==> config.mk <==
export PLATFORM = sky130hd
export DESIGN_NAME = gafs_pin_mux
export DESIGN_NICKNAME = d
export VERILOG_FILES = /design/src/hw/gafs_edge_det.v /design/src/hw/gafs_pin_mux.v
export VERILOG_INCLUDE_DIRS = /design/src /design/src/hw
export SDC_FILE = /design/constraint.sdc
export NUM_CORES = 1
export LEC_CHECK = 0
export BUFFER_PORTS_ARGS = -buffer_cell sky130_fd_sc_hd__buf_4
export CELL_PAD_IN_SITES_DETAIL_PLACEMENT = 1
export CELL_PAD_IN_SITES_GLOBAL_PLACEMENT = 2
export CORE_MARGIN = 5
export CORE_UTILIZATION = 21
export CTS_CLUSTER_DIAMETER = 200
export DETAILED_ROUTE_END_ITERATION = 16
export GPL_ROUTABILITY_DRIVEN = 0
export PLACE_DENSITY_LB_ADDON = 0.1
export SLEW_MARGIN = 20
export SYNTH_ARGS = -nofsm -noshare
export SYNTH_HDL_FRONTEND = slang
export SYNTH_HIERARCHICAL = 1
export SYNTH_SLANG_ARGS = --single-unit
==> constraint.sdc <==
create_clock -name clk_sys -period 2.5 [get_ports clk_sys]
set_input_delay 0.25 -clock clk_sys [delete_from_list [all_inputs] [get_ports clk_sys]]
set_output_delay 0.25 -clock clk_sys [all_outputs]
set_load 0.1 [all_outputs]
==> src/hw/gafs_defs.vh <==
// constants for the gpio alternate function select block
`ifndef GAFS_DEFS_VH
`define GAFS_DEFS_VH
`define GAFS_IDX_SEL_ONE 8'h44
`define GAFS_IDX_SEL_TWO 8'h45
`define GAFS_IDX_SEL_THREE 8'h46
`define GAFS_RST_SEL_ONE 8'h00
`define GAFS_RST_SEL_TWO 8'h50
`define GAFS_RST_SEL_THREE 8'h00
`define GAFS_MASK_SEL_ONE 8'hfc
`define GAFS_MASK_SEL_TWO 8'hf0
`define GAFS_MASK_SEL_THREE 8'hff
`define GAFS_F_LO 2
`define GAFS_F_MID 4
`define GAFS_F_HI 6
`define GAFS_F_BASE 0
`define GAFS_CODE_GPIO 2'b00
`define GAFS_CODE_ALT_A 2'b01
`define GAFS_CODE_ALT_B 2'b10
`endif

==> src/hw/gafs_edge_det.v <==
// both-edge event detector for a synchronous input
`timescale 1ns/1ns
module gafs_edge_det #(
    parameter WIDTH = 1
) (
    // clock and reset
    input wire clk_sys,
    input wire rst_n,
    input wire clk_en,
    // signal
    input wire [WIDTH-1:0] sig_in,
    input wire [WIDTH-1:0] enable,
    output wire [WIDTH-1:0] event_pulse
);
    reg [WIDTH-1:0] last;
    always @(posedge clk_sys) begin
        if (!rst_n) begin
            last <= {WIDTH{1'b0}};
        end else if (clk_en) begin
            last <= sig_in;
        end
    end
    // rising or falling both count
    assign event_pulse = (sig_in ^ last) & enable & {WIDTH{clk_en}};
endmodule

==> src/hw/gafs_pin_mux.v <==
// gpio alternate function select registers and pin routing
//
// Contract
// access only in config state, matching index
// first and third load zero on standby reset
// second loads 0x50; upper nibble also main/hard
// pin_one_one: gpio, density, powerdown flag
// software sets powerdown pin as input
// powerdown event on both edges
// pin_one_two: gpio or mgmt interrupt out
// mgmt interrupt active low, open drain selectable
// pin_one_three: gpio, irq input one, indicator
// software sets direction, polarity per function
// pin_one_six: gpio or address line twenty
// pin_one_seven: gpio or address line nineteen
// pin_two_one: gpio, infrared tx, watchdog
// pin_two_two: gpio, mode pin, chip select
// mode pin function from separate register
// pin_two_three: gpio, indicator two, irq two
// reserved bits ignore writes, read zero
// pin_two_zero code zero means gpio
`timescale 1ns/1ns
`include "gafs_defs.vh"
module gafs_pin_mux (
    // clock, enable and resets
    input wire clk_sys,
    input wire rst_n,
    input wire clk_en,
    input wire main_power_on_reset,
    input wire hard_reset,
    // configuration access
    input wire config_state,
    input wire [7:0] config_index_register,
    input wire cfg_wr,
    input wire cfg_rd,
    input wire [7:0] cfg_wdata,
    output reg [7:0] cfg_rdata,
    output wire cfg_hit,
    // gpio side per pin, order 11,12,13,16,17,20,21,22,23
    input wire [8:0] gpio_out,
    input wire [8:0] gpio_oe,
    output wire [8:0] gpio_in,
    // pins
    input wire [8:0] pin_i,
    output reg [8:0] pin_o,
    output reg [8:0] pin_oe,
    // alternate functions
    input wire drive_density_out_one,
    output wire floppy_powerdown_flag,
    output wire floppy_powerdown_event,
    input wire powerdown_event_en,
    input wire mgmt_interrupt_out_n,
    input wire output_type_register,
    output wire routable_irq_in_one,
    output wire routable_irq_in_two,
    input wire indicator_driver_one,
    input wire indicator_driver_two,
    input wire xbus_addr_line_twenty,
    input wire xbus_addr_line_nineteen,
    input wire infrared_tx_two,
    input wire watchdog_out,
    input wire mode_pin_config_register,
    input wire infrared_mode_function,
    input wire ir_perf_mode_alt,
    input wire xbus_chip_select_two_n,
    input wire powerdown_polarity,
    // select fields seen by the rest of the chip
    output wire [7:0] alt_sel_one,
    output wire [7:0] alt_sel_two,
    output wire [7:0] alt_sel_three
);
    // ------------------------------------------------
    // select registers
    // ------------------------------------------------
    reg [7:0] alt_func_select_one;
    reg [7:0] alt_func_select_two;
    reg [7:0] alt_func_select_three;
    wire hit_one = config_state &&
        config_index_register == `GAFS_IDX_SEL_ONE;
    wire hit_two = config_state &&
        config_index_register == `GAFS_IDX_SEL_TWO;
    wire hit_three = config_state &&
        config_index_register == `GAFS_IDX_SEL_THREE;
    assign cfg_hit = hit_one | hit_two | hit_three;
    // default of the second register, upper nibble reloaded on resets
    wire [7:0] rst_two_val = `GAFS_RST_SEL_TWO;

    always @(posedge clk_sys) begin
        if (!rst_n) begin
            alt_func_select_one <= `GAFS_RST_SEL_ONE;
            alt_func_select_two <= `GAFS_RST_SEL_TWO;
            alt_func_select_three <= `GAFS_RST_SEL_THREE;
        end else if (clk_en) begin
            if (main_power_on_reset || hard_reset) begin
                alt_func_select_two[7:4] <= rst_two_val[7:4];
            end else if (cfg_wr && hit_two) begin
                alt_func_select_two <= cfg_wdata & `GAFS_MASK_SEL_TWO;
            end
            if (cfg_wr && hit_one) begin
                alt_func_select_one <= cfg_wdata & `GAFS_MASK_SEL_ONE;
            end
            if (cfg_wr && hit_three) begin
                alt_func_select_three <= cfg_wdata;
            end
        end
    end

    always @(posedge clk_sys) begin
        if (!rst_n) begin
            cfg_rdata <= 8'h00;
        end else if (clk_en) begin
            if (cfg_rd && hit_one) begin
                cfg_rdata <= alt_func_select_one;
            end else if (cfg_rd && hit_two) begin
                cfg_rdata <= alt_func_select_two;
            end else if (cfg_rd && hit_three) begin
                cfg_rdata <= alt_func_select_three;
            end else if (cfg_rd) begin
                cfg_rdata <= 8'h00;
            end
        end
    end

    assign alt_sel_one = alt_func_select_one;
    assign alt_sel_two = alt_func_select_two;
    assign alt_sel_three = alt_func_select_three;

    // ------------------------------------------------
    // field decode
    // ------------------------------------------------
    wire [1:0] f11 = alt_func_select_one[`GAFS_F_LO+1:`GAFS_F_LO];
    wire [1:0] f12 = alt_func_select_one[`GAFS_F_MID+1:`GAFS_F_MID];
    wire [1:0] f13 = alt_func_select_one[`GAFS_F_HI+1:`GAFS_F_HI];
    wire [1:0] f16 = alt_func_select_two[`GAFS_F_MID+1:`GAFS_F_MID];
    wire [1:0] f17 = alt_func_select_two[`GAFS_F_HI+1:`GAFS_F_HI];
    wire [1:0] f20 = alt_func_select_three[`GAFS_F_BASE+1:`GAFS_F_BASE];
    wire [1:0] f21 = alt_func_select_three[`GAFS_F_LO+1:`GAFS_F_LO];
    wire [1:0] f22 = alt_func_select_three[`GAFS_F_MID+1:`GAFS_F_MID];
    wire [1:0] f23 = alt_func_select_three[`GAFS_F_HI+1:`GAFS_F_HI];
    wire [8:0] is_gpio;
    assign is_gpio = {f23 == `GAFS_CODE_GPIO, f22 == `GAFS_CODE_GPIO,
        f21 == `GAFS_CODE_GPIO, f20 == `GAFS_CODE_GPIO,
        f17 == `GAFS_CODE_GPIO, f16 == `GAFS_CODE_GPIO,
        f13 == `GAFS_CODE_GPIO, f12 == `GAFS_CODE_GPIO,
        f11 == `GAFS_CODE_GPIO};

    // inputs reach the gpio logic only in gpio mode
    assign gpio_in = pin_i & is_gpio;

    // ------------------------------------------------
    // input functions
    // ------------------------------------------------
    wire pd_sel = f11 == `GAFS_CODE_ALT_B;
    // pin is an input here; polarity bit sets sense
    assign floppy_powerdown_flag =
        pd_sel & (pin_i[0] ^ powerdown_polarity);
    assign routable_irq_in_one = (f13 == `GAFS_CODE_ALT_A) & pin_i[2];
    assign routable_irq_in_two = (f23 == `GAFS_CODE_ALT_B) & pin_i[8];

    gafs_edge_det #(
        .WIDTH(1)
    ) u_pd_edge (
        .clk_sys(clk_sys),
        .rst_n(rst_n),
        .clk_en(clk_en),
        .sig_in(floppy_powerdown_flag),
        .enable(pd_sel & powerdown_event_en),
        .event_pulse(floppy_powerdown_event)
    );

    // ------------------------------------------------
    // output routing
    // ------------------------------------------------
    wire mode_pin_val = mode_pin_config_register ?
        ir_perf_mode_alt : infrared_mode_function;
    always @* begin
        pin_o = gpio_out;
        pin_oe = gpio_oe;
        case (f11)
            `GAFS_CODE_ALT_A: begin
                pin_o[0] = drive_density_out_one;
                pin_oe[0] = 1'b1;
            end
            `GAFS_CODE_ALT_B: pin_oe[0] = 1'b0;
            `GAFS_CODE_GPIO: pin_oe[0] = gpio_oe[0];
            default: pin_oe[0] = 1'b0;
        endcase
        if (f12 == `GAFS_CODE_ALT_A) begin
            // open drain drives only the low level
            pin_o[1] = mgmt_interrupt_out_n;
            pin_oe[1] = !output_type_register | !mgmt_interrupt_out_n;
        end else if (f12 != `GAFS_CODE_GPIO) begin
            pin_oe[1] = 1'b0;
        end
        case (f13)
            `GAFS_CODE_ALT_A: pin_oe[2] = 1'b0;
            `GAFS_CODE_ALT_B: begin
                pin_o[2] = indicator_driver_one;
                pin_oe[2] = 1'b1;
            end
            `GAFS_CODE_GPIO: pin_oe[2] = gpio_oe[2];
            default: pin_oe[2] = 1'b0;
        endcase
        if (f16 == `GAFS_CODE_ALT_A) begin
            pin_o[3] = xbus_addr_line_twenty;
            pin_oe[3] = 1'b1;
        end else if (f16 != `GAFS_CODE_GPIO) begin
            pin_oe[3] = 1'b0;
        end
        if (f17 == `GAFS_CODE_ALT_A) begin
            pin_o[4] = xbus_addr_line_nineteen;
            pin_oe[4] = 1'b1;
        end else if (f17 != `GAFS_CODE_GPIO) begin
            pin_oe[4] = 1'b0;
        end
        if (f20 != `GAFS_CODE_GPIO) begin
            pin_oe[5] = 1'b0;
        end
        case (f21)
            `GAFS_CODE_ALT_A: begin
                pin_o[6] = infrared_tx_two;
                pin_oe[6] = 1'b1;
            end
            `GAFS_CODE_ALT_B: begin
                pin_o[6] = watchdog_out;
                pin_oe[6] = 1'b1;
            end
            `GAFS_CODE_GPIO: pin_oe[6] = gpio_oe[6];
            default: pin_oe[6] = 1'b0;
        endcase
        case (f22)
            `GAFS_CODE_ALT_A: begin
                pin_o[7] = mode_pin_val;
                pin_oe[7] = 1'b1;
            end
            `GAFS_CODE_ALT_B: begin
                pin_o[7] = xbus_chip_select_two_n;
                pin_oe[7] = 1'b1;
            end
            `GAFS_CODE_GPIO: pin_oe[7] = gpio_oe[7];
            default: pin_oe[7] = 1'b0;
        endcase
        case (f23)
            `GAFS_CODE_ALT_A: begin
                pin_o[8] = indicator_driver_two;
                pin_oe[8] = 1'b1;
            end
            `GAFS_CODE_ALT_B: pin_oe[8] = 1'b0;
            `GAFS_CODE_GPIO: pin_oe[8] = gpio_oe[8];
            default: pin_oe[8] = 1'b0;
        endcase
    end
endmodule

# After elaboration in Yosys (flattened, before gate mapping)
# Index checks and enable logic that the tools add are counted.
# op_classes
n_addsub,0
n_mul,0
n_div,0
magnitude_cmp,0
n_eq_ne,16
shifts,0
mux,27
bitwise_logic,12
n_reduce_logical,33
# ops
op,count
$mux 8,5
$eq 8x7->1 const B,3
$logic_not 2->1,9
$eq 2x1->1 const B,8
$mux 1,14
$pmux 1 s2,7
$eq 2x2->1 const B,5
$reduce_bool 2->1,5
$and 9x9->9,1
$logic_and 1x1->1,9
$reduce_and 2->1,4
$and 1x1->1,6
$mux 4,1
$reduce_bool 4->1,1
$reduce_or 2->1,2
$or 1x1->1,3
$logic_not 1->1,2
$xor 1x1->1,2
$logic_or 1x1->1,1
# totals
register_bits,27
latch_bits,0
ram_bits,0
mem_bits_ro,0
in_bits,66
out_inout_bits,64
wordCells,93
n_memories,0

# Longest topological paths before layout
# Gate-level depths: netlist of run 1.
# logic_depth
depth_word,6
mapped_depth,6
depth_no_buf,4

# Hierarchy
# Netlist of run 1, hierarchy kept.
# by_module_without_submodules
mod,instances,cells_per_inst,area_each_um2
gafs_pin_mux,1,208,1747.9
gafs_edge_det,1,5,51.3

# Worst setup path before layout of run 1
# No wires, ideal clock.
# synth_path
path_kind,register -> output
startpoint,"reg alt_func_select_one[3], in the netlist alt_sel_one[3]"
endpoint,out floppy_powerdown_event
arrival_time_ns,4.462
t_required_ns,2.250
slack_ns,-2.212
path_stages_with_launch,4
cell_sequence,dfxtp_1 > nor3b_1 > xor2_1 > and3_1
# synth_via
elab_chain_cells,5
word_cells_on_any_way,6
cone_classes,1 x eq/ne; 5 x bitwise
# synth_rtl
element,line_no,rtl
"start, declared",gafs_pin_mux.v:75,reg [7:0] alt_func_select_one;
"start signal, assigned",gafs_pin_mux.v:90,alt_func_select_one <= `GAFS_RST_SEL_ONE;
"start signal, assigned",gafs_pin_mux.v:100,alt_func_select_one <= cfg_wdata & `GAFS_MASK_SEL_ONE;
$eq 2x2->1 (no line),-,
$and 1x1->1,gafs_pin_mux.v:156,pd_sel & (pin_i[0] ^ powerdown_polarity);
named net floppy_powerdown_flag,gafs_pin_mux.v:49,"output wire floppy_powerdown_flag,"
$xor 1x1->1,gafs_edge_det.v:24,assign event_pulse = (sig_in ^ last) & enable & {WIDTH{clk_en}};
$and 1x1->1 (2 in a row),gafs_edge_det.v:24,
"end, declared",gafs_pin_mux.v:50,"output wire floppy_powerdown_event,"
# The timed path passes the listed nets, and every way through them passes these cells.

# Final worst setup path of run 1
# layout_path
startpoint,in config_index_register[4]
endpoint,out cfg_hit
# layout_via
elab_chain_cells,4
word_cells_on_any_way,8
cone_classes,3 x eq/ne; 2 x bitwise; 3 x reduce/logical
# layout_rtl
element,line_no,rtl
"start, declared",gafs_pin_mux.v:33,"input wire [7:0] config_index_register,"
$eq 8x7->1 (no line),-,
$logic_and 1x1->1 (no line),-,
$or 1x1->1,gafs_pin_mux.v:84,assign cfg_hit = hit_one | hit_two | hit_three;
$or 1x1->1 (*),gafs_pin_mux.v:84,
"end, declared",gafs_pin_mux.v:38,"output wire cfg_hit,"
# Every way passes the cells marked *; elsewhere a longest branch is shown, timed or not.

==> tab_implementation.tex, run 1 <==
\begin{tabular}{lr}
\hline
Metric & Value \\
\hline
\multicolumn{2}{l}{\textbf{Timing}} \\
\quad Count of final setup violators & 0 \\
\quad Final min period & 1.98 ns \\
\quad Hold violation total from the final report & 0 \\
\quad WHS & 0.177 ns \\
\quad Period Utilization, post-route & 0.791 \\
\quad Accumulated negative setup slack & 0 ns \\
\quad Unrepaired setup endpoints after global routing & no \\
\quad Final clock skew & 0.0118 ns \\
\quad Actual slew at the worst max-slew pin & 0.563 ns \\
\quad Worst slew margin relative to its limit & 0.620 \\
\quad Max Clock Freq & 506 MHz \\
\quad Setup ws final & 0.523 ns \\
\quad Final-report max-slew violation count & 0 \\
\multicolumn{2}{l}{\textbf{Synth}} \\
\quad Yosys warning total & 6 \\
\quad Sequential-to-total area share from yosys stat & 0.300 \\
\quad Number of different library cells in the post-synthesis netlist & 47 \\
\quad Total of flip-flops plus latches after synthesis & 27 \\
\quad Mapped cell area & 1800 um\^{}2 \\
\quad Number of flops mapped to enable cells by yosys & 0 \\
\quad Mean instance size in the synthesized netlist & 8.45 um\^{}2 \\
\quad Commonest register cell after synthesis & dfxtp\_1 \\
\quad Cells after synthesis & 213 \\
\quad Share of flip-flops with an asynchronous set or reset & 0 \\
\multicolumn{2}{l}{\textbf{Cells and area}} \\
\quad Commonest cells after routing, fill and taps aside & buf\_4 (122), nand2\_1 (30), dfxtp\_1 (27), mux2i\_1 (15) \\
\quad Growth of design area from synthesis to finish & 62.2\% \\
\quad Fraction of final layout cells sized beyond drive strength 1 & 0.480 \\
\quad Fill cell instance count of the final layout & 996 \\
\quad Final layout net count & 402 \\
\quad Most common cell after layout, fill and taps aside & buf\_4 \\
\quad Diodes inserted & 0 \\
\multicolumn{2}{l}{\textbf{Route}} \\
\quad ANT nets after route & 0 \\
\quad Per-cell routed wire length & 15.7 um \\
\quad Total iterations of the first detailed-routing run & 4 \\
\quad Total number of vias & 1993 \\
\quad Iter 0 DRT Violations & 49 \\
\quad Remaining design rule violation count & 0 \\
\quad Total detailed-routing wirelength & 6790 um \\
\quad Ratio of routed vias to standard cells & 4.61 \\
\multicolumn{2}{l}{\textbf{Critical path}} \\
\quad CP dominant cell by count & buf\_4 \\
\quad Crit path max-delay cell type & or4bb\_1 \\
\quad Gate family responsible for the most delay along the worst path & simple AND/OR/NAND/NOR gates \\
\quad Reg2Reg Setup Slack & 1.32 ns \\
\quad Sum of buffers and inverters on the critical path & 2 \\
\quad Startpoint of the lowest-slack register-to-register path & alt\_sel\_three[1]\$\_SDFFE\_PN0P\_ \\
\quad Worst Reg2Reg Path Length in Cells & 3 \\
\quad Worst Path Required & 2.25 ns \\
\quad Ordered list of cells on the worst path & buf\_4, or4bb\_1, a211oi\_4, buf\_4 \\
\quad Critical register-to-register path endpoint & cfg\_rdata[1]\$\_SDFFE\_PN0P\_ \\
\quad CP Data Arrival Time & 1.73 ns \\
\quad Crit path launch & config\_index\_register[4] \\
\quad Critical Path End Type & output port \\
\quad Worst setup path end & cfg\_hit \\
\quad Kind of critical path & input pin to output port \\
\quad Logic depth of the worst path, buffers included & 4 \\
\quad Critical Path Source Type & input pin \\
\quad Biggest cell delay along the critical path & 0.74 ns \\
\quad Maximum fanout encountered on the critical timing path & 11 \\
\multicolumn{2}{l}{\textbf{Clocking}} \\
\quad CTS tree & done \\
\quad Quantity of hold-fixing buffers added after cts & 0 \\
\quad Number of buffers on the longest clock path & 2 \\
\quad Clock transition time at the flip-flop clock pins of the worst setup and hold paths & 0.11 ns \\
\quad Htree depth & 1 \\
\quad Clock sinks & 27 \\
\quad Total clock buffers created by CTS & 3 \\
\quad Number of buffers added for setup after CTS & 0 \\
\quad Clock tree root driver cell & clkbuf\_8 \\
\quad Clock network latency to the later pin of the worst-skew pair & 0.28 ns \\
\quad Gates resized, CTS repair & 0 \\
\multicolumn{2}{l}{\textbf{Flow run}} \\
\quad Reported max-cap violation count & 0 \\
\multicolumn{2}{l}{\textbf{Placed design}} \\
\quad Port Buffers & 121 \\
\quad DP Worst Slack & 0.443 ns \\
\quad Detailed placer's ending HPWL & 5610 um \\
\multicolumn{2}{l}{\textbf{Die}} \\
\quad Full die area & 10500 um\^{}2 \\
\quad I/O pin cnt & 130 \\
\quad Initial core utilization & 0.217 \\
\quad Placeable core region & 8300 um\^{}2 \\
\quad Width of the die & 103 um \\
\quad Die Y-Extent & 103 um \\
\quad Total number of placement rows & 33 \\
\multicolumn{2}{l}{\textbf{Power}} \\
\quad Power density over the cells & 363 nW/um\^{}2 \\
\quad Peak ir drop on the vdd network & 0.000176 V \\
\quad Leakage power summed over all cells & 1.38 nW \\
\multicolumn{2}{l}{\textbf{Global routing}} \\
\quad Maximum number of pins on one net before global-route repair & 36 \\
\quad Wire length of the first global-routing pass & 10400 um \\
\quad Initial antenna violation count & 0 \\
\quad Total Routing Usage GR & 0.124 \\
\quad Global-route congestion overflow total & 0 \\
\quad Via count of the first global-routing pass & 2057 \\
\multicolumn{2}{l}{\textbf{Run status}} \\
\quad Status & finished, final reports clean \\
\multicolumn{2}{l}{\textbf{Worst hold path}} \\
\quad HP Class & input pin to flop \\
\quad Number of instances on the worst hold path & 2 \\
\hline
\end{tabular}
-- final cells by class --
cell class	instances	area (um^2)	area share
multi-input combinational	168	1260	0.431
tap	105	131	0.0450
clock buffer	3	41.3	0.0142
timing repair buffer	122	916	0.314
inverter	6	22.5	0.00772
sequential	27	541	0.185
clock inverter	1	7.51	0.00257
-- power breakdown --
group          switching (mW)  internal, mW  leakage [nW]
combinational           0.251         0.117          1.14
clock                   0.147         0.113        0.0217
sequential           0.000192         0.430         0.217
total                   0.398         0.660          1.38
-- sequential cells by signal, indices dropped and copies added (netlist names) --
register and count:
cfg_rdata 8, alt_sel_three 8, alt_sel_one 6, u_pd_edge/last 1, alt_sel_two 4
-- synthesized netlist by cell type (3+ instances only) --
library cell | number | area (um^2)
a21oi_1 | 4 | 20.0
a22o_2 | 4 | 40.0
and3_1 | 4 | 25.0
buf_2 | 3 | 15.0
buf_4 | 7 | 52.6
clkbuf_1 | 5 | 18.8
dfxtp_1 | 27 | 541
ha_1 | 8 | 100
inv_1 | 6 | 22.5
mux2_2 | 6 | 67.6
mux2i_1 | 15 | 150
nand2_1 | 30 | 113
nand2b_1 | 5 | 31.3
nand3_1 | 9 | 45.0
nor2_1 | 15 | 56.3
nor2b_1 | 7 | 43.8
nor3b_1 | 10 | 75.1
nor4_1 | 4 | 25.0
o31ai_1 | 6 | 45.0
-- worst reg2reg max path, delay by kind of cell, from the launching register on --
| kind | cells | cell delay (ns) |
|---|---|---|
| flops | 1 | 0.45 |
| simple gates | 2 | 0.50 |
| compound gates | 1 | 0.17 |
-- logic make-up after synthesis --
family / synth area share
buffers and inverters: 0.0730
AOI/OAI and AO/OA: 0.127
adders and majority gates: 0.0556
and+or+nand+nor: 0.312
muxes: 0.121
other: 0.00208
DFF: 0.300
xor gates and xnor gates: 0.00974
-- through the flow --
stage / cell area (um^2) / power, mW / std cells / utilization
finish: 2920 / 1.06 / 432 / 0.352
global route: 2920 / 1.10 / 432 / 0.352
detailed placement: 2870 / 0.810 / 428 / 0.346
CTS: 2920 / 1.07 / 432 / 0.352
floorplan: 1930 / 0.701 / 218 / -
global placement: 2870 / 0.807 / 428 / 0.346
-- metal layers --
| metal | vias up | share of wire | GRT usage |
|---|---|---|---|
| li1 | 974 | - | - |
| met2 | 79 | 0.49 | 0.213 |
| met4 | 0 | 0 | 0.0151 |
| met1 | 940 | 0.42 | 0.162 |
| met5 | - | 0 | 0 |
| met3 | 0 | 0.088 | 0.0325 |
-- worst min-delay path by stage --
| stage | startpoint | to | slack, ns |
|---|---|---|---|
| floorplan | cfg_wdata[4] | alt_sel_two[4]$_SDFFE_PN1P_ | 0.37 |
| global placement | cfg_rdata[1]$_SDFFE_PN0P_ | cfg_rdata[1]$_SDFFE_PN0P_ | 0.46 |
| detailed placement | cfg_rdata[1]$_SDFFE_PN0P_ | cfg_rdata[1]$_SDFFE_PN0P_ | 0.47 |
| CTS | cfg_wdata[4] | alt_sel_two[4]$_SDFFE_PN1P_ | 0.17 |
| global route | cfg_wdata[5] | alt_sel_two[5]$_SDFFE_PN0P_ | 0.17 |
| finish | cfg_wdata[4] | alt_sel_two[4]$_SDFFE_PN1P_ | 0.18 |
Note: power is estimated with default switching activity, not from simulation.
==> run 2, diff against run 1 <==
==> constraint.sdc (replaced) <==
create_clock -name clk_sys -period 2 [get_ports clk_sys]
set_input_delay 0.2 -clock clk_sys [delete_from_list [all_inputs] [get_ports clk_sys]]
set_output_delay 0.2 -clock clk_sys [all_outputs]
set_load 0.1 [all_outputs]
==> run 2 against run 1 <==
Effect of this change:
- cell count increased by 1.2%
- critical endpoint unchanged
- highest routed layer is now met4
- sequential share of layout area increased by 0.056 points
- clock skew decreased by 0.0087 ns
- die area unchanged
- combinational power increased by 28%
- sequential power increased by 23%
- first-iteration DRC count increased by 2.0%
- critical path type unchanged
==> tab_implementation.tex, run 2 (synthesized netlist as in run 1, its figures left out) <==
\begin{tabular}{lr}
\hline
Metric & Value \\
\hline
\multicolumn{2}{l}{\textbf{Clocking}} \\
\quad Clock network latency to the later pin of the worst-skew pair & 0.27 ns \\
\quad Quantity of hold-fixing buffers added after cts & 0 \\
\quad Number of buffers added for setup after CTS & 0 \\
\quad Gates resized, CTS repair & 0 \\
\quad Clock tree root driver cell & clkbuf\_8 \\
\quad Clock transition time at the flip-flop clock pins of the worst setup and hold paths & 0.10 ns \\
\quad CTS tree & done \\
\quad Clock sinks & 27 \\
\quad Number of buffers on the longest clock path & 2 \\
\quad Total clock buffers created by CTS & 3 \\
\quad Htree depth & 1 \\
\multicolumn{2}{l}{\textbf{Cells and area}} \\
\quad Final Instance Area & 3050 um\^{}2 \\
\quad Diodes inserted & 0 \\
\quad Fraction of final layout cells sized beyond drive strength 1 & 0.530 \\
\quad Multi-input gate area in the final layout & 1330 um\^{}2 \\
\quad Final core area utilization & 0.368 \\
\quad Fill cell instance count of the final layout & 984 \\
\quad Growth of design area from synthesis to finish & 69.5\% \\
\quad Final std cells w/o fill & 437 \\
\quad Commonest cells after routing, fill and taps aside & buf\_4 (127), nand2\_1 (30), dfxtp\_1 (16), mux2i\_1 (15), nand3\_1 (9) \\
\quad Most common cell after layout, fill and taps aside & buf\_4 \\
\quad Storage cell area & 567 um\^{}2 \\
\quad Final layout net count & 407 \\
\multicolumn{2}{l}{\textbf{Placed design}} \\
\quad Post-place instance area & 3000 um\^{}2 \\
\quad Inst Count DP & 433 \\
\quad Port Buffers & 121 \\
\quad Detailed placer's ending HPWL & 5640 um \\
\multicolumn{2}{l}{\textbf{Critical path}} \\
\quad Startpoint of the lowest-slack register-to-register path & alt\_sel\_three[1]\$\_SDFFE\_PN0P\_ \\
\quad Crit path launch & config\_index\_register[4] \\
\quad Critical Path End Type & output port \\
\quad Worst Path Required & 1.80 ns \\
\quad Critical register-to-register path endpoint & cfg\_rdata[1]\$\_SDFFE\_PN0P\_ \\
\quad CP Data Arrival Time & 1.60 ns \\
\quad Worst Reg2Reg Path Length in Cells & 3 \\
\quad Kind of critical path & input pin to output port \\
\quad Critical Path Source Type & input pin \\
\quad Maximum fanout encountered on the critical timing path & 8 \\
\quad Reg2Reg Setup Slack & 0.75 ns \\
\multicolumn{2}{l}{\textbf{Timing}} \\
\quad Accumulated negative setup slack & 0 ns \\
\quad Unrepaired setup endpoints after global routing & no \\
\quad Final-report max-slew violation count & 0 \\
\quad Count of final setup violators & 0 \\
\quad Final min period & 1.80 ns \\
\quad Hold violation total from the final report & 0 \\
\quad Period Utilization, post-route & 0.900 \\
\quad Worst slew margin relative to its limit & 0.582 \\
\quad Actual slew at the worst max-slew pin & 0.619 ns \\
\quad Max Clock Freq & 556 MHz \\
\quad Final clock skew & 0.00310 ns \\
\multicolumn{2}{l}{\textbf{Power}} \\
\quad Sw Pwr & 0.496 mW \\
\quad Leakage power summed over all cells & 1.42 nW \\
\quad Part of the total power dissipated in combinational logic & 0.355 \\
\quad Portion of total power attributed to the clock network & 0.243 \\
\quad Power density over the cells & 433 nW/um\^{}2 \\
\quad Peak ir drop on the vdd network & 0.000208 V \\
\quad Power share of the sequential group & 0.402 \\
\quad PnR Total Power & 1.32 mW \\
\quad Total internal power & 0.823 mW \\
\quad Switching power as a share of total power & 0.376 \\
\multicolumn{2}{l}{\textbf{Die}} \\
\quad Die Y-Extent & 103 um \\
\quad Width of the die & 103 um \\
\quad I/O pin cnt & 130 \\
\quad Placeable core region & 8300 um\^{}2 \\
\quad Initial core utilization & 0.217 \\
\quad Full die area & 10500 um\^{}2 \\
\quad Total number of placement rows & 33 \\
\multicolumn{2}{l}{\textbf{Route}} \\
\quad Total iterations of the first detailed-routing run & 3 \\
\quad Total detailed-routing wirelength & 6740 um \\
\quad Per-cell routed wire length & 15.4 um \\
\quad Remaining design rule violation count & 0 \\
\quad Ratio of routed vias to standard cells & 4.60 \\
\quad Iter 0 DRT Violations & 50 \\
\quad Total number of vias & 2009 \\
\quad ANT nets after route & 0 \\
\multicolumn{2}{l}{\textbf{Flow run}} \\
\quad Reported max-cap violation count & 0 \\
\multicolumn{2}{l}{\textbf{Global routing}} \\
\quad Via count of the first global-routing pass & 2107 \\
\quad Global-route congestion overflow total & 0 \\
\quad Total Routing Usage GR & 0.126 \\
\quad Wire length of the first global-routing pass & 10600 um \\
\quad Maximum number of pins on one net before global-route repair & 24 \\
\quad Initial antenna violation count & 0 \\
\multicolumn{2}{l}{\textbf{Run status}} \\
\quad Status & finished, final reports clean \\
\multicolumn{2}{l}{\textbf{Worst hold path}} \\
\quad Number of instances on the worst hold path & 2 \\
\quad Source of the worst hold timing path & cfg\_wdata[6] \\
\quad HP Class & input pin to flop \\
\quad Hold Crit Endpoint & alt\_sel\_two[6]\$\_SDFFE\_PN1P\_ \\
\hline
\end{tabular}
-- run 2: cell count changes in the layout (fill, tap and decap cells not counted), sizes merged --
cell and delta:
clkinv +1, clkinvlp -1, buf +5
-- run 2: per-stage QoR --
stage | setup slack (ns) | hold slack (ns)
after floorplan | -0.286 | 0.319
after global placement | 0.139 | 0.401
after detailed placement | 0.100 | 0.401
after CTS | 0.185 | 0.128
after global routing | 0.120 | 0.127
final | 0.201 | 0.133
-- run 2: how the worst max path moves through the flow --
stage,to,slack [ns],cells after the start
floorplan,floppy_powerdown_event,-0.29,3
global placement,cfg_rdata[5]$_SDFFE_PN0P_,0.14,5
detailed placement,cfg_rdata[5]$_SDFFE_PN0P_,0.10,5
CTS,cfg_hit,0.19,5
global route,pin_oe[6],0.12,5
finish,cfg_hit,0.20,5
-- run 2: per-layer routing --
| layer | global-route usage | wire [um] |
|---|---|---|
| met1 | 0.167 | 2980 |
| met2 | 0.207 | 3150 |
| met3 | 0.0298 | 576 |
| met4 | 0.0303 | 47 |
| met5 | 0 | 0 |
-- run 2: power by group through the flow --
stage               Combinational, mW  Sequential [mW]  Clock (mW)
floorplan                       0.332            0.544           0
global placement                0.468            0.543           0
detailed placement              0.472            0.543           0
CTS                             0.473            0.531       0.332
global route                    0.493            0.531       0.354
finish                          0.468            0.531       0.320
-- run 2: area by class of cell --
type / instances / share of cell area
clock buffer: 3 / 0.0135
tap: 105 / 0.0431
inverter: 6 / 0.00738
sequential: 27 / 0.186
clock inverter: 1 / 0.00164
multi-input combinational: 168 / 0.436
timing repair buffer: 127 / 0.313
-- run 2: critical path: stages --
cell and delay [ns]:
buf_4 0.11, or4bb_1 0.59, buf_4 0.21, a211oi_4 0.17, buf_4 0.32
==> run 3, diff against run 2 <==
--- a/config.mk
+++ b/config.mk
@@ -10,7 +10,7 @@
 export CELL_PAD_IN_SITES_DETAIL_PLACEMENT = 1
 export CELL_PAD_IN_SITES_GLOBAL_PLACEMENT = 2
 export CORE_MARGIN = 5
-export CORE_UTILIZATION = 21
+export CORE_UTILIZATION = 20
 export CTS_CLUSTER_DIAMETER = 200
 export DETAILED_ROUTE_END_ITERATION = 16
 export GPL_ROUTABILITY_DRIVEN = 0
@@ -18,5 +18,4 @@
 export SLEW_MARGIN = 20
 export SYNTH_ARGS = -nofsm -noshare
 export SYNTH_HDL_FRONTEND = slang
-export SYNTH_HIERARCHICAL = 1
 export SYNTH_SLANG_ARGS = --single-unit
==> run 3 against run 2 <==
Effect of this change:
- critical endpoint is now pin_oe[7]
- synthesized area shrank 4.9%
- utilization shrank 1.2 points
- cell count shrank 3.0%
- clock skew grew 0.0042 ns
- count of clock-buffer cells in the layout is the same
==> tab_implementation.tex, run 3 <==
\begin{tabular}{lr}
\hline
Metric & Value \\
\hline
\multicolumn{2}{l}{\textbf{Cells and area}} \\
\quad Fraction of final layout cells sized beyond drive strength 1 & 0.524 \\
\quad Diodes inserted & 0 \\
\quad Final layout net count & 394 \\
\quad Most common cell after layout, fill and taps aside & buf\_4 \\
\quad Final std cells w/o fill & 424 \\
\quad Commonest cells after routing, fill and taps aside & buf\_4 (122), o21ai\_0 (19), dfxtp\_1 (18), nand3\_1 (17), nand2\_1 (13) \\
\quad Growth of design area from synthesis to finish & 71.5\% \\
\multicolumn{2}{l}{\textbf{Clocking}} \\
\quad Total clock buffers created by CTS & 3 \\
\quad Clock sinks & 27 \\
\quad Clock tree root driver cell & clkbuf\_8 \\
\quad Clock transition time at the flip-flop clock pins of the worst setup and hold paths & 0.10 ns \\
\quad Htree depth & 1 \\
\quad Gates resized, CTS repair & 0 \\
\quad Clock network latency to the later pin of the worst-skew pair & 0.27 ns \\
\quad Number of buffers on the longest clock path & 2 \\
\quad Number of buffers added for setup after CTS & 0 \\
\quad Quantity of hold-fixing buffers added after cts & 0 \\
\quad CTS tree & done \\
\multicolumn{2}{l}{\textbf{Run status}} \\
\quad Status & finished, final reports clean \\
\multicolumn{2}{l}{\textbf{Worst hold path}} \\
\quad HP Class & input pin to flop \\
\multicolumn{2}{l}{\textbf{Global routing}} \\
\quad Total Routing Usage GR & 0.115 \\
\quad Initial antenna violation count & 0 \\
\quad Via count of the first global-routing pass & 1864 \\
\quad Global-route congestion overflow total & 0 \\
\quad Maximum number of pins on one net before global-route repair & 35 \\
\quad Wire length of the first global-routing pass & 9680 um \\
\multicolumn{2}{l}{\textbf{Synth}} \\
\quad Largest area contributor in the synthesized netlist & dfxtp\_1 \\
\quad Yosys warning total & 0 \\
\quad Total of flip-flops plus latches after synthesis & 27 \\
\quad Number of flops mapped to enable cells by yosys & 0 \\
\quad Number of different library cells in the post-synthesis netlist & 37 \\
\quad Mean instance size in the synthesized netlist & 8.31 um\^{}2 \\
\quad Most common library cells after synthesis & dfxtp\_1 (27), o21ai\_0 (19), nand3\_1 (17), nor2\_1 (17), nand2\_1 (13) \\
\quad Most frequently used cell type in the post-synthesis netlist & dfxtp\_1 \\
\quad Share of flip-flops with an asynchronous set or reset & 0 \\
\quad Commonest register cell after synthesis & dfxtp\_1 \\
\quad Sequential-to-total area share from yosys stat & 0.316 \\
\quad Yosys top cell area share & 0.316 \\
\quad Cells after synthesis & 206 \\
\quad Mapped cell area & 1710 um\^{}2 \\
\quad Top cells by area in the synthesized netlist & dfxtp\_1 (32\%), ha\_1 (5.8\%), o21ai\_0 (5.6\%), nand3\_1 (5.0\%), mux2\_2 (4.6\%) \\
\multicolumn{2}{l}{\textbf{Timing}} \\
\quad Period Utilization, post-route & 0.904 \\
\quad Hold violation total from the final report & 0 \\
\quad Final-report max-slew violation count & 0 \\
\quad Accumulated negative setup slack & 0 ns \\
\quad Final min period & 1.81 ns \\
\quad Count of final setup violators & 0 \\
\quad Unrepaired setup endpoints after global routing & no \\
\quad Max Clock Freq & 553 MHz \\
\quad Final clock skew & 0.00728 ns \\
\multicolumn{2}{l}{\textbf{Flow run}} \\
\quad Reported max-cap violation count & 0 \\
\multicolumn{2}{l}{\textbf{Route}} \\
\quad Remaining design rule violation count & 0 \\
\quad Ratio of routed vias to standard cells & 4.43 \\
\quad Per-cell routed wire length & 15.2 um \\
\quad ANT nets after route & 0 \\
\quad Iter 0 DRT Violations & 38 \\
\quad Total iterations of the first detailed-routing run & 4 \\
\quad Total number of vias & 1880 \\
\quad Total detailed-routing wirelength & 6460 um \\
\multicolumn{2}{l}{\textbf{Die}} \\
\quad I/O pin cnt & 130 \\
\quad Die Y-Extent & 103 um \\
\quad Width of the die & 103 um \\
\quad Full die area & 10500 um\^{}2 \\
\quad Total number of placement rows & 33 \\
\quad Placeable core region & 8260 um\^{}2 \\
\quad Initial core utilization & 0.207 \\
\multicolumn{2}{l}{\textbf{Power}} \\
\quad Power density over the cells & 443 nW/um\^{}2 \\
\quad Leakage power summed over all cells & 1.30 nW \\
\quad Peak ir drop on the vdd network & 0.000230 V \\
\multicolumn{2}{l}{\textbf{Critical path}} \\
\quad Gate family responsible for the most delay along the worst path & flip-flops \\
\quad Critical Path End Type & output port \\
\quad Ordered list of cells on the worst path & inv\_1, ha\_1, a21oi\_1, nor2\_4, buf\_4 \\
\quad Biggest cell delay along the critical path & 0.39 ns \\
\quad Crit path max-delay cell type & dfxtp\_2 \\
\quad Maximum fanout encountered on the critical timing path & 6 \\
\quad Critical Path Source Type & flop \\
\quad Kind of critical path & flop to output port \\
\quad Sum of buffers and inverters on the critical path & 2 \\
\quad Worst Path Required & 1.80 ns \\
\quad CP Data Arrival Time & 1.61 ns \\
\multicolumn{2}{l}{\textbf{Placed design}} \\
\quad Port Buffers & 121 \\
\quad Inst Count DP & 420 \\
\quad Detailed placer's ending HPWL & 5390 um \\
\hline
\end{tabular}
==> run 3: final timing paths <==
path / to / cells past startpoint / slack (ns) / start
max: pin_oe[7] / 5 / 0.19 / alt_sel_three[4]$_SDFFE_PN0P_
min: alt_sel_two[6]$_SDFFE_PN1P_ / 2 / 0.14 / cfg_wdata[6]
max reg2reg: cfg_rdata[7]$_SDFFE_PN0P_ / 4 / 0.76 / alt_sel_three[7]$_SDFFE_PN0P_
min reg2reg: cfg_rdata[1]$_SDFFE_PN0P_ / 2 / 0.48 / cfg_rdata[1]$_SDFFE_PN0P_
==> run 3: metal layers <==
layer	routed length, um	vias to the layer above	track usage
met3	511	2	0.0257
li1	-	940	-
met5	0	-	0
met2	3010	68	0.185
met4	17	0	0.0212
met1	2920	870	0.161
==> run 3: layout make-up <==
| class | count | area, um^2 |
|---|---|---|
| clock buffers | 3 | 41.3 |
| multi-input cells | 162 | 1260 |
| repair buffers | 122 | 916 |
| fillers | 1002 | 5320 |
| inverters | 4 | 15.0 |
| well taps | 105 | 131 |
| clock inverters | 1 | 5.00 |
| flip-flops and latches | 27 | 562 |
==> run 3: through the flow <==
| stage | hold slack [ns] | total power, mW | instance area, um^2 | utilization | worst slack [ns] |
|---|---|---|---|---|---|
| after CTS | 0.130 | 1.33 | 2940 | 0.355 | 0.170 |
| final | 0.136 | 1.30 | 2940 | 0.355 | 0.191 |
| after global placement | 0.403 | 1.00 | 2890 | 0.350 | 0.494 |
| after detailed placement | 0.403 | 1.00 | 2890 | 0.350 | 0.484 |
| after floorplan | 0.319 | 0.871 | 1950 | - | -0.402 |
| after global routing | 0.136 | 1.37 | 2940 | 0.355 | 0.0990 |
==> run 3: logic make-up after synthesis <==
family / count (synthesis) / synth area share
and+or+nand+nor: 91 / 0.308
DFF: 27 / 0.316
xor gates and xnor gates: 2 / 0.0102
other: 1 / 0.00219
AOI/OAI and AO/OA: 41 / 0.148
muxes: 14 / 0.0870
adders and majority gates: 8 / 0.0585
buffers and inverters: 22 / 0.0694
==> run 3: worst register-to-register path, stage by stage, from the launching register on <==
cell     delay [ns]
dfxtp_1        0.55
mux2i_1        0.18
o21ai_0        0.22
a22oi_1        0.09
nor2b_1        0.13
==> run 3: where the power goes <==
group | internal [mW] | leakage [nW] | switching [mW]
registers | 0.532 | 0.223 | 0.000263
logic | 0.149 | 1.05 | 0.306
clock network | 0.140 | 0.0255 | 0.175
